$ cat src/inc/kbd_defs.svh
`ifndef KBD_DEFS_SVH
`define KBD_DEFS_SVH

// Register byte addresses on the APB.
`define KBD_ADDR_DIVCTL 8'h00
`define KBD_ADDR_STATE 8'h04
`define KBD_ADDR_INTSTAT 8'h08
`define KBD_ADDR_INTMASK 8'h0C

// Divisor control register layout and reset value.
`define KBD_DIVCTL_RESET 8'h08
`define KBD_DIVCTL_WMASK 8'h0F
`define KBD_SEL_BIT 3
`define KBD_DIV_MSB 2
`define KBD_DIV_LSB 0

// Keyboard data port whose exact I/O read clears the latch.
`define KBD_PORT_DATA 16'h0060

// Divisor codes and the integers they select.
`define KBD_DIV_CODE4 3'h0
`define KBD_DIV_CODE3 3'h1
`define KBD_DIV4 3'h4
`define KBD_DIV3 3'h3
`define KBD_BCLK_HIGH 3'h2

// Interrupt status bit positions and width.
`define KBD_INT_EDGE 0
`define KBD_INT_CLEAR 1
`define KBD_INT_W 2

// State register bit positions.
`define KBD_ST_LATCH 0
`define KBD_ST_LEVEL 1
`define KBD_ST_BCLK 2

`endif

$ cat src/inc/kbd_pkg.sv
`default_nettype none

package kbd_pkg;

  // Bus slave states, Gray coded along idle, acknowledge.
  typedef enum logic [1:0] {
    KBD_IDLE = 2'b00,
    KBD_ACK = 2'b01
  } kbd_apb_e;

  typedef logic [2:0] kbd_code_t;

endpackage

`default_nettype wire

$ cat src/inc/kbd_div_if.sv
`default_nettype none

interface kbd_div_if;
  logic [2:0] code;
  logic bclk;
  logic tick;

  modport ctrl (
    output code,
    input bclk,
    input tick
  );

  modport gen (
    input code,
    output bclk,
    output tick
  );
endinterface

`default_nettype wire

$ cat src/hdl/kbd_clk_div.sv
`include "kbd_defs.svh"
`default_nettype none

module kbd_clk_div (
  input wire logic clk_in,
  input wire logic sys_rst_in,
  kbd_div_if.gen div_if
);

  logic [2:0] cnt;
  logic [2:0] last;
  logic [2:0] next_cnt;

  // Reserved codes fall back to the divide-by-four setting.
  always_comb begin
    last = `KBD_DIV4 - 3'h1;
    if (div_if.code == `KBD_DIV_CODE3) begin
      last = `KBD_DIV3 - 3'h1;
    end
    next_cnt = (cnt >= last) ? 3'h0 : cnt + 3'h1;
  end

  always_ff @(posedge clk_in) begin
    if (sys_rst_in) begin
      cnt <= 3'h0;
      div_if.tick <= 1'b0;
      div_if.bclk <= 1'b1;
    end else begin
      cnt <= next_cnt;
      div_if.tick <= (next_cnt == last);
      div_if.bclk <= (next_cnt < `KBD_BCLK_HIGH);
    end
  end
endmodule

`default_nettype wire

$ cat src/hdl/kbd_top.sv
// Design decisions made here: the register offsets and the APB register port.
`include "kbd_defs.svh"
`default_nettype none

module kbd_top (
  input wire logic clk_in,
  input wire logic sys_rst_in,
  input wire logic psel_in,
  input wire logic penable_in,
  input wire logic pwrite_in,
  input wire logic [7:0] paddr_in,
  input wire logic [31:0] pwdata_in,
  output logic pready_out,
  output logic [31:0] prdata_out,
  output logic pslverr_out,
  input wire logic keyboard_interrupt_request_in,
  input wire logic io_read_in,
  input wire logic [15:0] io_addr_in,
  output logic keyboard_irq_to_pic_out,
  output logic bus_clk_out,
  output logic bus_clk_tick_out,
  output logic irq_out
);

  kbd_pkg::kbd_apb_e state;
  kbd_pkg::kbd_apb_e next_state;
  logic [7:0] bus_clock_divisor_control;
  logic [`KBD_INT_W-1:0] int_status;
  logic [`KBD_INT_W-1:0] int_mask;
  logic [`KBD_INT_W-1:0] int_event;
  logic sync_a;
  logic sync_b;
  logic sync_c;
  logic irq_level;
  logic irq_level_d;
  logic irq_edge;
  logic kbd_latch;
  logic port_clear;
  logic keyboard_full_latch_select;
  logic apb_fire;
  logic apb_wr;
  logic addr_hit;
  logic [31:0] rd_mux;
  logic div_bclk;
  logic div_tick;

  kbd_div_if div_if ();

  assign keyboard_full_latch_select = bus_clock_divisor_control[`KBD_SEL_BIT];
  assign apb_fire = psel_in && penable_in && pready_out;
  assign apb_wr = apb_fire && pwrite_in;
  assign port_clear = io_read_in && (io_addr_in == `KBD_PORT_DATA);
  assign irq_edge = irq_level && !irq_level_d;

  // Keyboard request pin synchroniser; the first stage feeds only the second.
  always_ff @(posedge clk_in) begin
    if (sys_rst_in) begin
      sync_a <= 1'b0;
      sync_b <= 1'b0;
      sync_c <= 1'b0;
    end else begin
      sync_a <= keyboard_interrupt_request_in;
      sync_b <= sync_a;
      sync_c <= sync_b;
    end
  end

  // A pin change counts only once the last two stages agree.
  always_ff @(posedge clk_in) begin
    if (sys_rst_in) begin
      irq_level <= 1'b0;
      irq_level_d <= 1'b0;
    end else begin
      if (sync_b == sync_c) begin
        irq_level <= sync_c;
      end
      irq_level_d <= irq_level;
    end
  end

  // Edge-detect latch; a new edge wins over a simultaneous port read.
  always_ff @(posedge clk_in) begin
    if (sys_rst_in) begin
      kbd_latch <= 1'b0;
    end else if (irq_edge) begin
      kbd_latch <= 1'b1;
    end else if (port_clear) begin
      kbd_latch <= 1'b0;
    end
  end

  always_ff @(posedge clk_in) begin
    if (sys_rst_in) begin
      keyboard_irq_to_pic_out <= 1'b0;
    end else if (keyboard_full_latch_select) begin
      keyboard_irq_to_pic_out <= kbd_latch;
    end else begin
      keyboard_irq_to_pic_out <= irq_level;
    end
  end

  // Bus slave: every access phase is answered one cycle after it opens.
  always_comb begin
    next_state = state;
    case (state)
      kbd_pkg::KBD_IDLE: begin
        if (psel_in && penable_in) begin
          next_state = kbd_pkg::KBD_ACK;
        end
      end
      kbd_pkg::KBD_ACK: begin
        next_state = kbd_pkg::KBD_IDLE;
      end
      default: begin
        next_state = kbd_pkg::KBD_IDLE;
      end
    endcase
  end

  always_ff @(posedge clk_in) begin
    if (sys_rst_in) begin
      state <= kbd_pkg::KBD_IDLE;
    end else begin
      state <= next_state;
    end
  end

  always_comb begin
    addr_hit = 1'b1;
    rd_mux = 32'h0000_0000;
    case (paddr_in)
      `KBD_ADDR_DIVCTL: begin
        rd_mux = {24'h00_0000, bus_clock_divisor_control};
      end
      `KBD_ADDR_STATE: begin
        rd_mux[`KBD_ST_LATCH] = kbd_latch;
        rd_mux[`KBD_ST_LEVEL] = irq_level;
        rd_mux[`KBD_ST_BCLK] = div_bclk;
      end
      `KBD_ADDR_INTSTAT: begin
        rd_mux[`KBD_INT_W-1:0] = int_status;
      end
      `KBD_ADDR_INTMASK: begin
        rd_mux[`KBD_INT_W-1:0] = int_mask;
      end
      default: begin
        addr_hit = 1'b0;
      end
    endcase
  end

  always_ff @(posedge clk_in) begin
    if (sys_rst_in) begin
      pready_out <= 1'b0;
      prdata_out <= 32'h0000_0000;
      pslverr_out <= 1'b0;
    end else if (state == kbd_pkg::KBD_IDLE && psel_in && penable_in) begin
      pready_out <= 1'b1;
      prdata_out <= pwrite_in ? 32'h0000_0000 : rd_mux;
      pslverr_out <= !addr_hit;
    end else begin
      pready_out <= 1'b0;
      prdata_out <= 32'h0000_0000;
      pslverr_out <= 1'b0;
    end
  end

  // Only the select bit and divisor field are writable; the rest reads zero.
  always_ff @(posedge clk_in) begin
    if (sys_rst_in) begin
      bus_clock_divisor_control <= `KBD_DIVCTL_RESET;
    end else if (apb_wr && paddr_in == `KBD_ADDR_DIVCTL) begin
      bus_clock_divisor_control <= pwdata_in[7:0] & `KBD_DIVCTL_WMASK;
    end
  end

  always_ff @(posedge clk_in) begin
    if (sys_rst_in) begin
      int_mask <= '0;
    end else if (apb_wr && paddr_in == `KBD_ADDR_INTMASK) begin
      int_mask <= pwdata_in[`KBD_INT_W-1:0];
    end
  end

  always_comb begin
    int_event = '0;
    int_event[`KBD_INT_EDGE] = irq_edge;
    int_event[`KBD_INT_CLEAR] = port_clear && kbd_latch && !irq_edge;
  end

  // Sticky status, cleared by writing ones; a new event wins over the clear.
  always_ff @(posedge clk_in) begin
    if (sys_rst_in) begin
      int_status <= '0;
    end else if (apb_wr && paddr_in == `KBD_ADDR_INTSTAT) begin
      int_status <= (int_status & ~pwdata_in[`KBD_INT_W-1:0]) | int_event;
    end else begin
      int_status <= int_status | int_event;
    end
  end

  always_ff @(posedge clk_in) begin
    if (sys_rst_in) begin
      irq_out <= 1'b0;
    end else begin
      irq_out <= |(int_status & int_mask);
    end
  end

  assign div_if.code = bus_clock_divisor_control[`KBD_DIV_MSB:`KBD_DIV_LSB];
  assign div_bclk = div_if.bclk;
  assign div_tick = div_if.tick;

  kbd_clk_div u_div (
    .clk_in(clk_in),
    .sys_rst_in(sys_rst_in),
    .div_if(div_if)
  );

  assign bus_clk_out = div_bclk;
  assign bus_clk_tick_out = div_tick;
endmodule

`default_nettype wire

$ cat config.mk
export PLATFORM = sky130hd
export DESIGN_NAME = kbd_top
export DESIGN_NICKNAME = d
export VERILOG_FILES = /design/src/inc/kbd_pkg.sv /design/src/inc/kbd_div_if.sv /design/src/hdl/kbd_clk_div.sv /design/src/hdl/kbd_top.sv
export VERILOG_INCLUDE_DIRS = /design/src /design/src/inc
export SDC_FILE = /design/constraint.sdc
export NUM_CORES = 1
export LEC_CHECK = 0
export ABC_AREA = 1
export ABC_CLOCK_PERIOD_IN_PS = 1800
export BUFFER_PORTS_ARGS = -buffer_cell sky130_fd_sc_hd__buf_2
export CAP_MARGIN = 25
export CORE_ASPECT_RATIO = 0.75
export CORE_MARGIN = 1
export CORE_UTILIZATION = 23
export CTS_CLUSTER_SIZE = 16
export DETAILED_ROUTE_END_ITERATION = 12
export GPL_TIMING_DRIVEN = 1
export HOLD_SLACK_MARGIN = 0.15
export SYNTH_ARGS = -nofsm -noshare
export SYNTH_HDL_FRONTEND = slang
export SYNTH_SLANG_ARGS = --single-unit
$ cat constraint.sdc
create_clock -name clk_in -period 1.8 [get_ports clk_in]
set_input_delay 0.36 -clock clk_in [delete_from_list [all_inputs] [get_ports clk_in]]
set_output_delay 0.36 -clock clk_in [all_outputs]
set_load 0.01 [all_outputs]
==> Word-level counts from Yosys, hierarchy flattened <==
Cells that the tools add are included.
{ "classes": {"reduce_logical": 24, "add_sub_neg": 1, "bitwise": 8, "mux": 10, "magnitude_cmp": 2, "n_eq_ne": 7} }
{ "op_table": {"columns": ["operator", "count"], "rows": [
  ["$eq 16x7->1 const B", 1],
  ["$eq 8x4->1 const B", 2],
  ["$logic_and 1x1->1", 12],
  ["$eq 8x3->1 const B", 1],
  ["$logic_not 8->1", 1],
  ["$pmux 2 s4", 1],
  ["$reduce_or 4->1", 2],
  ["$mux 1", 6],
  ["$reduce_or 2->1", 3],
  ["$and 2x2->2", 2],
  ["$or 2x2->2", 2],
  ["$add 3x1->3 const B", 1],
  ["$eq 3x1->1 const B", 1],
  ["$eq 3x2->1", 1],
  ["$ge 3x2->1", 1],
  ["$logic_not 1->1", 3],
  ["$lt 3x2->1 const B", 1],
  ["$mux 3", 1],
  ["$not 1->1", 3],
  ["$reduce_or 3->1", 1],
  ["$logic_not 2->1", 1],
  ["$mux 2", 1],
  ["$not 2->2", 1],
  ["$pmux 1 s2", 1],
  ["other kinds (2)", 2]
]} }
{ "totals": {"out_inout_bits": 38, "register_bits": 52, "word_cells": 71} }

==> Longest topological paths before layout <==
{ "depth": {"ltp_word": 6, "mapped_depth": 10} }

==> Hierarchy <==
A second synthesis with hierarchy kept.
{ "unflattened": {"hier_cells": 198, "hier_area_um2": 1477.7} }
{ "by_module_without_submodules": {"columns": ["module", "instances", "seq_area_each_um2", "cells_per_inst", "area_per_inst_um2"], "rows": [
  ["kbd_top", 1, 460.4, 168, 1207.4],
  ["kbd_clk_div", 1, 100.1, 30, 270.3]
]} }

==> Worst setup path before layout <==
Ideal clock, no wire load.
{ "synth_timing": {"path_kind": "register to register", "from": "register bus_clock_divisor_control[0]", "to": "register u_div.div_if.tick", "period_less_slack_ns": 1.444, "path_stages_with_launch": 11, "arrival_ns": 1.380, "setup_ns": 0.064, "setup_slack_ns": 0.356, "n_path_buf": 0, "cell_sequence": "dfxtp_1 -> nor3b_1 -> inv_1 -> ha_1 -> inv_1 -> nand2_1 -> a21oi_1 -> inv_1 -> nor2_1 -> nand2_1 -> nor2_1"} }
{ "synth_between": {"elab_chain_len": 5} }
{ "synth_rtl": {"columns": ["element", "line", "rtl"], "rows": [
  ["start: declaration", "kbd_top.sv:27", "logic [7:0] bus_clock_divisor_control;"],
  ["start signal: assignment", "kbd_top.sv:171", "bus_clock_divisor_control <= `KBD_DIVCTL_RESET;"],
  ["start signal: assignment", "kbd_top.sv:173", "bus_clock_divisor_control <= pwdata_in[7:0] & `KBD_DIVCTL_WMASK;"],
  ["$eq 3x1->1 (no line) *", null, null],
  ["$mux 1 *", "kbd_clk_div.sv:17", "if (div_if.code == `KBD_DIV_CODE3) begin"],
  ["$ge 3x2->1", "kbd_clk_div.sv:20", "next_cnt = (cnt >= last) ? 3'h0 : cnt + 3'h1;"],
  ["$mux 3", "kbd_clk_div.sv:20", null],
  ["$eq 3x2->1 *", "kbd_clk_div.sv:30", "div_if.tick <= (next_cnt == last);"],
  ["end signal: assignment", "kbd_clk_div.sv:30", null],
  ["end: declaration", "kbd_div_if.sv:17", "output tick"]
]} }
Mark *: on every way between the ends. The rest lies on a longest branch, timed or not.
A chain may end at the register's enable or synchronous reset.

==> Worst setup path after layout <==
Same ends and word-level chain as after synthesis.

==> metrics.txt <==
status=complete, no violations; # hold bufs at CTS=0; htree depth=1; Boundary Pins=101; CP cell instances=nor3b_1 > inv_1 > ha_1 > inv_1 > nand2_1 > a21oi_2 > nand2_1 > o21ai_0 > nor2_1; WL per Instance=8.94 um; post-synthesis sequential area ratio=39.6%; die span in x=92.5 um; crit-path max FO=3; Final ANT Viol Nets=0; CTS Root Cell=clkbuf_8; CTS sink count=28; R2R cell count=9; CTS clock-pin slew for the worst setup and hold paths=0.10 ns; synth warn=0; Most used DFF post-synth=dfxtp_1; final hold violations=0; Worst-Skew Late Latency=0.28 ns; Critical Path RT=1.98 ns; syn_area_per_cell=7.33 um2; Iteration-0 DRC Markers=68; core area=5860 um2; GPL Wtd Cong=0.804; vias in the first global route=1094; Final Max Slew Viols=0; Syn-to-layout area delta=19.6%; Post-Syn Instances=193; post-synthesis cell type count=23; Crit Path Category=register to register; DRC errors left=0; PostCTS Resize Cnt=0; final setup violation count=0; maximum vdd drop=0.000320 V; Slowest cell on crit path=dfxtp_1; RSZ-0062 raised after global routing=false; CP arrival=1.79 ns; nets@finish=304; pin count of the biggest net entering global routing=19; Ant. Diodes=0; vias after detailed routing=1227; DP Wirelength=2260 um; CP top delay family=simple AND/OR/NAND/NOR gates; placed cell areas=1610 um2; fraction of registers with async set/reset=0%; Setup Skew=0.00588 ns; critical path capture point type=register; vias per cell=3.88; clk buf depth=2; initial antenna violation count=0; worst r2r src=bus_clock_divisor_control[0]; crit share post-route=89.7%; first-pass GRT wire length=4700 um; maxcap violations=0; CTS Buf Count=3; peak per-stage delay on the critical path=0.37 ns; Leak=0.799 nW; WHS Path Cells=3; CP Launch Type=register; CTS tree=built; WP buf/inv=2; number of post-CTS setup repair buffers=0; cell area after layout=1690 um2; fin cells=316; gr usage total=9.19%; Post-synth EDFFs=0; worst hold path class=input port to register; crit path time final=1.61 ns; Levels on crit path=9; Worst Hold End=sync_a; DIE AREA=6470 um2; hold path start=keyboard_interrupt_request_in; final core utilization=28.9%; setup TNS=0 ns; Tot Pwr=1.35 mW; r2r endpoint=u_div.div_if.tick; Pwr Density=800 nW/um2; # rows=24; Fmax=0.619 GHz; share of cells above drive strength 1=25.2%; placed cell count=312; IO buf count=44; drt total wl=2820 um; Initial Util=24.1%; GRT Residual Overflow=0; Reg2Reg Setup Slack=0.19 ns; drt first pass iters=4; Yosys reg bits=28; synthesized cell area=1410 um2; Die Span Y=69.9 um
synth_stat cells (3+ instances only):
cell / count / area share, %
inv_1: 20 / 5.3
nor2_1: 28 / 7.4
o21ai_0: 3 / 1.1
nand4_1: 4 / 1.8
nand3_1: 15 / 5.3
nand2_1: 34 / 9.0
buf_4: 28 / 15
nor3_1: 3 / 1.1
dfxtp_1: 28 / 40
a21oi_1: 13 / 4.6
layer usage:
| metal | GRT usage [%] | wire, um | up-vias |
|---|---|---|---|
| met5 | 0 | 0 | - |
| met4 | 1.04 | 8 | 0 |
| met3 | 3.49 | 274 | 2 |
| met2 | 14.6 | 1200 | 59 |
| met1 | 12.2 | 1340 | 525 |
| li1 | - | - | 641 |
tightest hold or removal path: cells and delay by family:
kind          cells  cell delay, ns
simple gates      1            0.06
buf+inv           2            0.10
state kept, by name, indices dropped and copies added, names as in the netlist, 2 cells and up:
signal / flops
bus_clock_divisor_control: 4
int_status: 2
u_div.cnt: 3
int_mask: 2
prdata_out: 4
cells by family (layout without fill, tap and decap cells):
kind of cell	count (synthesis)	count (layout)	synth area share, %
AO/OA/AOI/OAI	16	16	5.66
adder cells (fa/ha/maj)	2	2	1.77
buffers and inverters	51	69	21.1
flip-flops	28	28	39.6
other	1	28	0.265
AND/OR/NAND/NOR	95	95	31.6
report_power, final:
group | switching [mW] | total (mW) | internal, mW
combinational | 0.124 | 0.196 | 0.0716
sequential | 0.0164 | 0.666 | 0.650
clock | 0.194 | 0.492 | 0.298
total | 0.335 | 1.35 | 1.02
cell usage in the layout (no fill, tap or decap), types with 2 or more instances in the layout:
| cell type | count |
|---|---|
| dfxtp_1 | 28 |
| nor2_4 | 2 |
| nor3b_1 | 2 |
| a21oi_1 | 12 |
| ha_1 | 2 |
| clkbuf_8 | 3 |
| nor2_2 | 3 |
| o21ai_0 | 3 |
| nand4_1 | 4 |
| nand2_1 | 34 |
| nor2_1 | 27 |
| buf_2 | 44 |
| nand3_1 | 15 |
| nor3_1 | 3 |
| inv_1 | 20 |
| conb_1 | 28 |
per-stage QoR:
step | hold slack (ns) | setup WS (ns)
after CTS | 0.278 | 0.162
after global placement | 0.391 | 0.222
after floorplan | 0.388 | 0.356
after global routing | 0.285 | 0.0399
after detailed placement | 0.400 | 0.194
final | 0.281 | 0.185
layout make-up:
class / count / area (um2)
fill: 650 / 4160
multi-input combinational: 141 / 663
sequential: 28 / 561
timing repair buffer: 44 / 220
tap: 78 / 97.6
inverter: 21 / 78.8
clock buffer: 3 / 41.3
clock inverter: 1 / 30.0
worst max-delay path by stage:
stage | start | endpoint
2_1_floorplan | bus_clock_divisor_control[0] | u_div.div_if.tick
3_3_place_gp | bus_clock_divisor_control[0] | u_div.div_if.tick
3_5_place_dp | bus_clock_divisor_control[0] | u_div.div_if.tick
4_1_cts | bus_clock_divisor_control[0] | u_div.div_if.tick
5_1_grt | bus_clock_divisor_control[0] | u_div.div_if.bclk
6_report | bus_clock_divisor_control[0] | u_div.div_if.tick
Note: power is estimated with default switching activity, not from simulation.
